## config.mk

```make
export PLATFORM = sky130hd
export DESIGN_NAME = ildag_top
export DESIGN_NICKNAME = d
export VERILOG_FILES = /design/src/rtl/ildag_pkg.sv /design/src/rtl/ildag_ea_if.sv /design/src/rtl/ildag_top.sv /design/src/rtl/ildag_ea_gen.sv
export SDC_FILE = /design/constraint.sdc
export NUM_CORES = 2
export LEC_CHECK = 0
export BUFFER_PORTS_ARGS = -buffer_cell sky130_fd_sc_hd__buf_2
export CAP_MARGIN = 25
export CORE_ASPECT_RATIO = 1.4
export CORE_MARGIN = 2
export CORE_UTILIZATION = 25
export CTS_CLUSTER_SIZE = 25
export DETAILED_ROUTE_END_ITERATION = 16
export GPL_TIMING_DRIVEN = 0
export RECOVER_POWER = 50
export SYNTH_ARGS = -nofsm -noshare
export SYNTH_HDL_FRONTEND = slang
export SYNTH_HIERARCHICAL = 1
export SYNTH_SLANG_ARGS = --single-unit
```

## constraint.sdc

```tcl
create_clock -name I_CLK -period 10.9 [get_ports I_CLK]
set_input_delay 2.18 -clock I_CLK [delete_from_list [all_inputs] [get_ports I_CLK]]
set_output_delay 2.18 -clock I_CLK [all_outputs]
set_load 0.02 [all_outputs]
```

## src/rtl/ildag_pkg.sv

```systemverilog
// Shared constants and types for the integer load address generator
package ildag_pkg;
   localparam int XLEN = 32;
   localparam int REG_W = 5;
   localparam int NUM_GPR = 32;
   localparam int OFS_W = 16;
   localparam int BYTE_W = 8;
   localparam int HALF_W = 16;
   localparam logic [REG_W-1:0] GPR_ZERO_IDX = 5'h00;
   localparam logic [XLEN-1:0] GPR_RESET_VAL = 32'h00000000;
   localparam logic [XLEN-1:0] ADDR_RESET_VAL = 32'h00000000;

   typedef enum logic [1:0] {
      ILDAG_MODE_IMM,
      ILDAG_MODE_IDX,
      ILDAG_MODE_IND,
      ILDAG_MODE_RSV
   } ildag_mode_t;

   typedef enum logic [1:0] {
      ILDAG_SIZE_BYTE,
      ILDAG_SIZE_HALF,
      ILDAG_SIZE_WORD,
      ILDAG_SIZE_RSV
   } ildag_size_t;

   typedef enum logic [1:0] {
      ILDAG_IDLE,
      ILDAG_ISSUE,
      ILDAG_WAIT
   } ildag_state_t;
endpackage

```

## src/rtl/ildag_ea_if.sv

```systemverilog
// Carrier between the load sequencer and the effective address generator
interface ildag_ea_if;
   import ildag_pkg::*;
   ildag_mode_t mode;
   logic base_zero;
   logic [XLEN-1:0] base_val;
   logic [XLEN-1:0] index_val;
   logic [OFS_W-1:0] offset;
   logic [XLEN-1:0] eff_addr;
   modport gen (input mode, input base_zero, input base_val, input index_val, input offset, output eff_addr);
   modport user (output mode, output base_zero, output base_val, output index_val, output offset, input eff_addr);
endinterface

```

## src/rtl/ildag_top.sv

```systemverilog
// Integer load path: address generation, memory request, zero-extended register write-back
// Operation
// - Effective address uses exactly one mode: base+offset, base+index, or base alone.
// - Immediate mode sign-extends the 16-bit offset to 32 bits and adds base.
// - Immediate mode with base field zero uses constant zero as base.
// - Indexed mode adds base and index; base field zero contributes zero.
// - Indirect mode uses base contents; base field zero gives address zero.
// - Update form, base nonzero and not target: base gets address, target gets data.
// - Update form with base field zero writes the address into register zero.
// - Update form with base equal to target leaves loaded data there.
// - Byte loads put the byte in the low eight bits, rest zero.
// - Half-word loads put the half-word in the low sixteen bits, rest zero.
module ildag_top (
   input wire logic I_CLK,
   input wire logic I_RESETN,
   input wire logic I_REQ_VALID,
   input wire ildag_pkg::ildag_mode_t I_MODE,
   input wire ildag_pkg::ildag_size_t I_SIZE,
   input wire logic I_UPDATE,
   input wire logic [ildag_pkg::REG_W-1:0] I_BASE_FIELD,
   input wire logic [ildag_pkg::REG_W-1:0] I_INDEX_FIELD,
   input wire logic [ildag_pkg::REG_W-1:0] I_TARGET_FIELD,
   input wire logic [ildag_pkg::OFS_W-1:0] I_OFFSET,
   input wire logic I_MEM_ACK,
   input wire logic [ildag_pkg::XLEN-1:0] I_MEM_DATA,
   input wire logic I_GPR_WE,
   input wire logic [ildag_pkg::REG_W-1:0] I_GPR_WADDR,
   input wire logic [ildag_pkg::XLEN-1:0] I_GPR_WDATA,
   input wire logic [ildag_pkg::REG_W-1:0] I_RD_FIELD,
   output logic O_BUSY,
   output logic O_MEM_REQ,
   output logic [ildag_pkg::XLEN-1:0] O_MEM_ADDR,
   output ildag_pkg::ildag_size_t O_MEM_SIZE,
   output logic O_DONE,
   output logic [ildag_pkg::XLEN-1:0] O_EFF_ADDR,
   output logic [ildag_pkg::XLEN-1:0] O_LOAD_DATA,
   output logic [ildag_pkg::XLEN-1:0] O_RD_DATA
);
   import ildag_pkg::*;

   ildag_state_t state, next_state;
   ildag_mode_t mode_q, next_mode_q;
   ildag_size_t size_q, next_size_q;
   logic update_q, next_update_q;
   logic [REG_W-1:0] base_q, next_base_q;
   logic [REG_W-1:0] target_q, next_target_q;
   logic base_zero_q, next_base_zero_q;
   logic [XLEN-1:0] base_val_q, next_base_val_q;
   logic [XLEN-1:0] index_val_q, next_index_val_q;
   logic [OFS_W-1:0] offset_q, next_offset_q;
   logic [XLEN-1:0] eff_addr_q, next_eff_addr_q;
   logic next_busy, next_mem_req, next_done;
   logic [XLEN-1:0] next_mem_addr, next_eff_out, next_load_data, next_rd_data;
   ildag_size_t next_mem_size;
   logic [XLEN-1:0] gpr [NUM_GPR];
   logic [XLEN-1:0] next_gpr [NUM_GPR];
   logic [XLEN-1:0] load_ext;
   logic accept;

   ildag_ea_if ea_bus ();

   assign ea_bus.mode = mode_q;
   assign ea_bus.base_zero = base_zero_q;
   assign ea_bus.base_val = base_val_q;
   assign ea_bus.index_val = index_val_q;
   assign ea_bus.offset = offset_q;

   ildag_ea_gen u_ea_gen (
      .ea(ea_bus)
   );

   // Reserved mode is dropped; only the three address modes start a load
   assign accept = (state == ILDAG_IDLE) && I_REQ_VALID && (I_MODE != ILDAG_MODE_RSV);

   always_comb begin
      case (size_q)
         ILDAG_SIZE_BYTE: begin
            load_ext = {{(XLEN-BYTE_W){1'b0}}, I_MEM_DATA[BYTE_W-1:0]};
         end
         ILDAG_SIZE_HALF: begin
            load_ext = {{(XLEN-HALF_W){1'b0}}, I_MEM_DATA[HALF_W-1:0]};
         end
         default: begin
            load_ext = I_MEM_DATA;
         end
      endcase
   end

   always_comb begin
      next_state = state;
      next_mode_q = mode_q;
      next_size_q = size_q;
      next_update_q = update_q;
      next_base_q = base_q;
      next_target_q = target_q;
      next_base_zero_q = base_zero_q;
      next_base_val_q = base_val_q;
      next_index_val_q = index_val_q;
      next_offset_q = offset_q;
      next_eff_addr_q = eff_addr_q;
      next_mem_req = 1'b0;
      next_mem_addr = O_MEM_ADDR;
      next_mem_size = O_MEM_SIZE;
      next_done = 1'b0;
      next_eff_out = O_EFF_ADDR;
      next_load_data = O_LOAD_DATA;
      next_rd_data = gpr[I_RD_FIELD];
      next_gpr = gpr;
      // Outside writes lose to load write-back in the same cycle
      if (I_GPR_WE) begin
         next_gpr[I_GPR_WADDR] = I_GPR_WDATA;
      end
      case (state)
         ILDAG_IDLE: begin
            if (accept) begin
               next_mode_q = I_MODE;
               next_size_q = I_SIZE;
               next_update_q = I_UPDATE;
               next_base_q = I_BASE_FIELD;
               next_target_q = I_TARGET_FIELD;
               next_base_zero_q = (I_BASE_FIELD == GPR_ZERO_IDX);
               next_base_val_q = gpr[I_BASE_FIELD];
               next_index_val_q = gpr[I_INDEX_FIELD];
               next_offset_q = I_OFFSET;
               next_state = ILDAG_ISSUE;
            end
         end
         ILDAG_ISSUE: begin
            // Operands were latched a cycle earlier to keep the adder off the array read path
            next_eff_addr_q = ea_bus.eff_addr;
            next_mem_req = 1'b1;
            next_mem_addr = ea_bus.eff_addr;
            next_mem_size = size_q;
            next_state = ILDAG_WAIT;
         end
         ILDAG_WAIT: begin
            if (I_MEM_ACK) begin
               // Address write first so data wins when base equals target
               if (update_q) begin
                  next_gpr[base_q] = eff_addr_q;
               end
               next_gpr[target_q] = load_ext;
               next_load_data = load_ext;
               next_eff_out = eff_addr_q;
               next_done = 1'b1;
               next_state = ILDAG_IDLE;
            end
         end
         default: begin
            next_state = ILDAG_IDLE;
         end
      endcase
      next_busy = (next_state != ILDAG_IDLE);
   end

   always_ff @(posedge I_CLK or negedge I_RESETN) begin
      if (!I_RESETN) begin
         state <= ILDAG_IDLE;
         mode_q <= ILDAG_MODE_IMM;
         size_q <= ILDAG_SIZE_BYTE;
         update_q <= 1'b0;
         base_q <= GPR_ZERO_IDX;
         target_q <= GPR_ZERO_IDX;
         base_zero_q <= 1'b1;
         base_val_q <= GPR_RESET_VAL;
         index_val_q <= GPR_RESET_VAL;
         offset_q <= '0;
         eff_addr_q <= ADDR_RESET_VAL;
         O_BUSY <= 1'b0;
         O_MEM_REQ <= 1'b0;
         O_MEM_ADDR <= ADDR_RESET_VAL;
         O_MEM_SIZE <= ILDAG_SIZE_BYTE;
         O_DONE <= 1'b0;
         O_EFF_ADDR <= ADDR_RESET_VAL;
         O_LOAD_DATA <= GPR_RESET_VAL;
         O_RD_DATA <= GPR_RESET_VAL;
         for (int i = 0; i < NUM_GPR; i++) begin
            gpr[i] <= GPR_RESET_VAL;
         end
      end else begin
         state <= next_state;
         mode_q <= next_mode_q;
         size_q <= next_size_q;
         update_q <= next_update_q;
         base_q <= next_base_q;
         target_q <= next_target_q;
         base_zero_q <= next_base_zero_q;
         base_val_q <= next_base_val_q;
         index_val_q <= next_index_val_q;
         offset_q <= next_offset_q;
         eff_addr_q <= next_eff_addr_q;
         O_BUSY <= next_busy;
         O_MEM_REQ <= next_mem_req;
         O_MEM_ADDR <= next_mem_addr;
         O_MEM_SIZE <= next_mem_size;
         O_DONE <= next_done;
         O_EFF_ADDR <= next_eff_out;
         O_LOAD_DATA <= next_load_data;
         O_RD_DATA <= next_rd_data;
         for (int i = 0; i < NUM_GPR; i++) begin
            gpr[i] <= next_gpr[i];
         end
      end
   end

   logic ack_taken;
   assign ack_taken = (state == ILDAG_WAIT) && I_MEM_ACK;

   a_mode_reserved_drop: assert property (@(posedge I_CLK) disable iff (!I_RESETN)
      (state == ILDAG_IDLE && I_REQ_VALID && I_MODE == ILDAG_MODE_RSV) |=> (state == ILDAG_IDLE && !O_MEM_REQ))
      else $error("reserved mode started a load");

   a_imm_offset_sum: assert property (@(posedge I_CLK) disable iff (!I_RESETN)
      (state == ILDAG_ISSUE && mode_q == ILDAG_MODE_IMM && !base_zero_q) |=>
      (O_MEM_REQ && O_MEM_ADDR == base_val_q + {{16{offset_q[15]}}, offset_q}))
      else $error("immediate address wrong");

   a_imm_base_zero: assert property (@(posedge I_CLK) disable iff (!I_RESETN)
      (state == ILDAG_ISSUE && mode_q == ILDAG_MODE_IMM && base_zero_q) |=>
      (O_MEM_ADDR == {{16{offset_q[15]}}, offset_q}))
      else $error("immediate address with zero base wrong");

   a_idx_sum: assert property (@(posedge I_CLK) disable iff (!I_RESETN)
      (state == ILDAG_ISSUE && mode_q == ILDAG_MODE_IDX) |=>
      (O_MEM_ADDR == (base_zero_q ? index_val_q : base_val_q + index_val_q)))
      else $error("indexed address wrong");

   a_ind_base_only: assert property (@(posedge I_CLK) disable iff (!I_RESETN)
      (state == ILDAG_ISSUE && mode_q == ILDAG_MODE_IND) |=>
      (O_MEM_ADDR == (base_zero_q ? 32'h00000000 : base_val_q)))
      else $error("indirect address wrong");

   a_upd_split_write: assert property (@(posedge I_CLK) disable iff (!I_RESETN)
      (ack_taken && update_q && !base_zero_q && base_q != target_q) |=>
      (gpr[base_q] == eff_addr_q && gpr[target_q] == $past(load_ext) && O_DONE))
      else $error("update write-back wrong");

   a_upd_zero_base: assert property (@(posedge I_CLK) disable iff (!I_RESETN)
      (ack_taken && update_q && base_zero_q && target_q != GPR_ZERO_IDX) |=>
      (gpr[0] == eff_addr_q && state == ILDAG_IDLE))
      else $error("zero base update did not reach register zero");

   a_upd_same_reg: assert property (@(posedge I_CLK) disable iff (!I_RESETN)
      (ack_taken && update_q && base_q == target_q) |=> (gpr[target_q] == $past(load_ext)))
      else $error("base equal target kept address");

   a_byte_zero_ext: assert property (@(posedge I_CLK) disable iff (!I_RESETN)
      (ack_taken && size_q == ILDAG_SIZE_BYTE) |=>
      (O_LOAD_DATA[31:8] == 24'h000000 && O_LOAD_DATA[7:0] == $past(I_MEM_DATA[7:0])))
      else $error("byte load not zero extended");

   a_half_zero_ext: assert property (@(posedge I_CLK) disable iff (!I_RESETN)
      (ack_taken && size_q == ILDAG_SIZE_HALF) |=>
      (O_LOAD_DATA[31:16] == 16'h0000 && O_LOAD_DATA[15:0] == $past(I_MEM_DATA[15:0])))
      else $error("half-word load not zero extended");

   a_addr_wraps: assert property (@(posedge I_CLK) disable iff (!I_RESETN)
      (state == ILDAG_ISSUE && mode_q == ILDAG_MODE_IDX && !base_zero_q) |=>
      (O_MEM_ADDR == 32'({1'b0, base_val_q} + {1'b0, index_val_q})))
      else $error("address sum does not wrap");

   a_req_one_pulse: assert property (@(posedge I_CLK) disable iff (!I_RESETN)
      O_MEM_REQ |=> !O_MEM_REQ)
      else $error("memory request longer than one cycle");

   // Request goes out two cycles after accept: one to latch operands, one to add; busy is still high then
   a_req_after_accept: assert property (@(posedge I_CLK) disable iff (!I_RESETN)
      accept |-> ##2 (O_MEM_REQ && O_BUSY))
      else $error("request not issued two cycles after accept");

   a_busy_after_accept: assert property (@(posedge I_CLK) disable iff (!I_RESETN)
      accept |=> (O_BUSY && state == ILDAG_ISSUE))
      else $error("accepted load did not raise busy");

   a_done_one_pulse: assert property (@(posedge I_CLK) disable iff (!I_RESETN)
      O_DONE |=> !O_DONE)
      else $error("done longer than one cycle");

   a_done_after_ack: assert property (@(posedge I_CLK) disable iff (!I_RESETN)
      ack_taken |=> (O_DONE && !O_BUSY && O_EFF_ADDR == eff_addr_q))
      else $error("completion outputs wrong after answer");

   a_base_kept_plain: assert property (@(posedge I_CLK) disable iff (!I_RESETN)
      (ack_taken && !update_q && base_q != target_q && !(I_GPR_WE && I_GPR_WADDR == base_q)) |=>
      (gpr[base_q] == $past(gpr[base_q])))
      else $error("plain load changed its base register");

   a_word_unnarrowed: assert property (@(posedge I_CLK) disable iff (!I_RESETN)
      (ack_taken && size_q != ILDAG_SIZE_BYTE && size_q != ILDAG_SIZE_HALF) |=>
      (O_LOAD_DATA == $past(I_MEM_DATA)))
      else $error("word load was narrowed");

   c_imm_load: cover property (@(posedge I_CLK) disable iff (!I_RESETN)
      ack_taken && mode_q == ILDAG_MODE_IMM && size_q == ILDAG_SIZE_BYTE);
   c_idx_update: cover property (@(posedge I_CLK) disable iff (!I_RESETN)
      ack_taken && mode_q == ILDAG_MODE_IDX && update_q && base_q != target_q && !base_zero_q);
   c_same_reg: cover property (@(posedge I_CLK) disable iff (!I_RESETN)
      ack_taken && update_q && base_q == target_q);
   c_zero_base_upd: cover property (@(posedge I_CLK) disable iff (!I_RESETN)
      ack_taken && update_q && base_zero_q);
   c_reserved_drop: cover property (@(posedge I_CLK) disable iff (!I_RESETN)
      state == ILDAG_IDLE && I_REQ_VALID && I_MODE == ILDAG_MODE_RSV);
endmodule

```

## src/rtl/ildag_ea_gen.sv

```systemverilog
// Effective address generator for the three addressing modes
module ildag_ea_gen (
   ildag_ea_if.gen ea
);
   import ildag_pkg::*;

   logic [XLEN-1:0] base_term;
   logic [XLEN-1:0] second_term;

   always_comb begin
      // Field zero means a literal zero, never register zero
      base_term = ea.base_zero ? '0 : ea.base_val;
      case (ea.mode)
         ILDAG_MODE_IMM: begin
            second_term = {{(XLEN-OFS_W){ea.offset[OFS_W-1]}}, ea.offset};
         end
         ILDAG_MODE_IDX: begin
            second_term = ea.index_val;
         end
         default: begin
            second_term = '0;
         end
      endcase
      // Same-width sum, carry out dropped
      ea.eff_addr = base_term + second_term;
   end
endmodule

```

==> flow_metrics.py <==
metrics = {
    "drt": {
        "wirelength_um": 882000,
        "via_per_inst": 7.05,
        "drtIter0Drc": 18300,
        "wl_per_cell_um": 57.8,
        "drc_errors": 0,
        "vias": 108000,
        "drt-pass1-iter-count": 10,
        "ant_nets": 0,
    },
    "cts": {
        "cts.clk_slew.worst_paths_ps": 60,
        "clk-insertion-delay-late_ps": 970,
        "ctsHoldBuffers": 0,
        "cts_tree": "built",
        "cts_made_buffers": 165,
        "cts_setup_buffers": 0,
        "cts.htree.levels": 4,
        "clock_path_buffers": 4,
        "cts_resized": 0,
        "clock-sinks": 1255,
        "cts-root-buf": "clkbuf_16",
    },
    "flow_run": {
        "cap_violations": 3,
    },
    "sta": {
        "period_needed_ps": 6520,
        "setup_ws_ps": 4380,
        "tightest_slew_ps": 5400,
        "finalSetupTns_ps": 0,
        "hold_viol": 0,
        "period_share_pct": 59.8,
        "grt_setup_unrepaired": "false",
        "slew_viol_final": 87,
        "max_clock_freq_mhz": 153,
        "fin_skew_ps": 91.6,
        "slew_headroom_pct": -260,
        "setup-violations-final": 0,
    },
    "worst_setup_path": {
        "max_stage_delay_ps": 3640,
        "critPathKind": "in2async",
        "critPathTopFamily": "buffers and inverters",
        "worstPathMaxFanout": 134,
        "startpoint_type": "primary input",
        "cp.depth": 3,
        "cp_cell_sequence": "clkbuf_1 -> buf_16 -> buf_16",
        "r2r_slack_ps": 5480,
        "r2r_start": "target_q[1]",
        "timing.critical_path.mode_cell": "buf_16",
        "end_kind": "async pin",
        "reg2reg_depth": 7,
        "r2r_end": "gpr[994]",
        "worst-path-buf-inv": 3,
        "required_ps": 11760,
        "crit_arrival_ps": 7390,
        "slowest_stage": "clkbuf_1",
    },
    "synth": {
        "synthFlopType": "dfrtp_1",
        "netlist_top_cells_area": "dfrtp_1, mux4_2, nand2_1, mux2i_1, a32oi_1",
        "synth_top_area_share_pct": 35.1,
        "synthArstFlopShare_pct": 100,
        "postSynthCellCount": 9524,
        "syn_nets": 9671,
        "yosys_warnings": 6,
        "ys_seq_area_share_pct": 35.1,
        "synth_cell_types": 71,
        "synth_area_per_cell_um2": 9.38,
        "syn_area_mm2": 0.0894,
        "synth_edf_count": 0,
        "yosysTopAreaCell": "dfrtp_1",
        "synth_seq_cells": 1255,
    },
    "layout": {
        "drive_gt1_share_pct": 18.1,
        "nFillCells": 37600,
        "syn_to_final_growth_pct": 21.8,
        "instances_no_fill": 15300,
        "fin_nets": 10400,
        "design_area_mm2": 0.109,
    },
    "die": {
        "dieWidth_um": 509,
        "core_area_mm2": 0.355,
        "die_y_um": 711,
        "initial_core_util_pct": 25.1,
        "die-area_mm2": 0.362,
        "rows": 259,
        "ios": 248,
    },
    "grt": {
        "grt_pass1_wl_um": 1110000,
        "grt.overflow.total": 0,
        "antenna_found_initial": 161,
        "grt_pass1_vias": 101000,
        "track_usage_pct": 47.6,
        "grt_max_degree": 149,
    },
    "hold_path": {
        "min-delay-start": "O_LOAD_DATA[17]",
        "min_delay_path_depth": 2,
        "hold_path_class": "reg2reg",
        "holdPathEnd": "O_LOAD_DATA[17]",
    },
    "placement": {
        "dp_slack_ps": 4220,
        "dpl_cell_area_mm2": 0.102,
        "gp_congestion": 1.15,
        "io_buffers": 229,
        "dpl.hpwl_um": 698000,
        "dp.cells": 14800,
    },
    "run_status": {
        "status": "finished, violations left",
        "violations": "max-capacitance violations, max-slew violations",
    },
    "power": {
        "p_leak_nw": 44.0,
        "peakVddDrop_uv": 123,
        "p_per_area_mw_per_mm2": 291,
    },
}
==> cell usage in the layout (no fill, tap or decap), types with 64 or more instances in the layout <==
cell type,n
clkbuf_16,167
a22o_1,64
a221oi_1,90
a32oi_1,856
buf_16,65
mux2i_1,755
clkbuf_1,903
mux4_2,576
mux2_2,111
buf_1,108
a21oi_1,296
a22oi_1,128
dfrtp_1,1253
o22ai_1,1052
nor2_1,359
diode_2,136
buf_8,233
nand2_1,2209
buf_2,346
clkbuf_2,115
==> tightest hold or removal path: cells and delay by family, from the launching register on <==
kind	cells	cell delay, ps
simple gates	2	100
flops	1	340
==> cells in the mapped netlist, types with 52 or more instances <==
| cell type | n |
|---|---|
| a22oi_1 | 128 |
| clkbuf_1 | 935 |
| a21oi_1 | 296 |
| nor2_1 | 367 |
| buf_2 | 154 |
| mux4_2 | 576 |
| a32oi_1 | 856 |
| buf_1 | 124 |
| a221oi_1 | 90 |
| dfrtp_1 | 1254 |
| o21ai_0 | 56 |
| o22ai_1 | 1052 |
| nor2b_1 | 52 |
| a22o_1 | 64 |
| mux2_2 | 111 |
| nand2_1 | 2210 |
| mux2i_1 | 755 |
==> final cells by class <==
class                   count  area [µm²]  share of cell area, %
diodes                    136         340                  0.313
well taps                4698        5880                   5.40
clock buffers             226        4760                   4.37
inverters                  14        52.6                 0.0483
clock inverters            64         764                  0.702
plain buffers            1253        5220                   4.80
multi-input cells        7002       52900                   48.6
flip-flops and latches   1255       31400                   28.9
repair buffers            610        7470                   6.86
==> sequential cells by signal, summed over array words and instances, names as in the netlist <==
| signal | cells |
|---|---|
| gpr | 1024 |
| O_EFF_ADDR | 32 |
| O_LOAD_DATA | 32 |
| O_RD_DATA | 32 |
| base_val_q | 32 |
| ea_bus.index_val | 32 |
| eff_addr_q | 32 |
| ea_bus.offset | 16 |
| base_q | 5 |
| target_q | 5 |
| O_MEM_SIZE | 2 |
| ea_bus.mode | 2 |
| size_q | 2 |
| state | 2 |
| O_BUSY | 1 |
| O_DONE | 1 |
| O_MEM_REQ | 1 |
| base_zero_q | 1 |
| update_q | 1 |
==> stage by stage <==
stage                     power (mW)  hold WS, ps  util [%]
after global placement          23.5          456      27.1
after global routing            31.7          492      30.5
after floorplan                 15.9          438         -
after CTS                       30.0          476      30.2
after detailed placement        24.0          458      28.7
final                           31.7          475      30.6
==> where the power goes <==
group	switching [mW]	total (mW)	internal, mW
Combinational	9.63	15.1	5.48
Clock	2.74	6.11	3.37
Sequential	3.66	10.5	6.79
==> worst max path at each step <==
stage                          end             from  slack, ps
global placement         gpr[1023]         I_RESETN     -25130
floorplan            O_RD_DATA[21]    I_RD_FIELD[1]       6660
finish                   gpr[1023]         I_RESETN       4380
CTS                 base_val_q[30]  I_BASE_FIELD[1]       5140
detailed placement  base_val_q[30]  I_BASE_FIELD[1]       4220
global route              gpr[662]         I_RESETN       3860
==> layer usage <==
layer  GRT usage [%]  routed length [µm]  up-vias
met1            49.6              288000    54200
met4            54.5              126000       56
met5           0.160                 622        -
met2            66.7              362000    10800
li1                -                   -    38200
met3            20.8              105000     4250
==> cells by family (layout without fill, tap and decap cells) <==
kind of cell,after synthesis,after routing,share of synthesized area [%]
simple gates,2805,2805,12.4
buf+inv,1267,2167,5.72
flops,1255,1255,35.1
fa+ha+maj,32,32,0.456
xor+xnor,31,31,0.304
compound gates,2692,2692,21.6
other cells,0,136,0
mux,1442,1442,24.4
(Power assumes the default switching activity.)
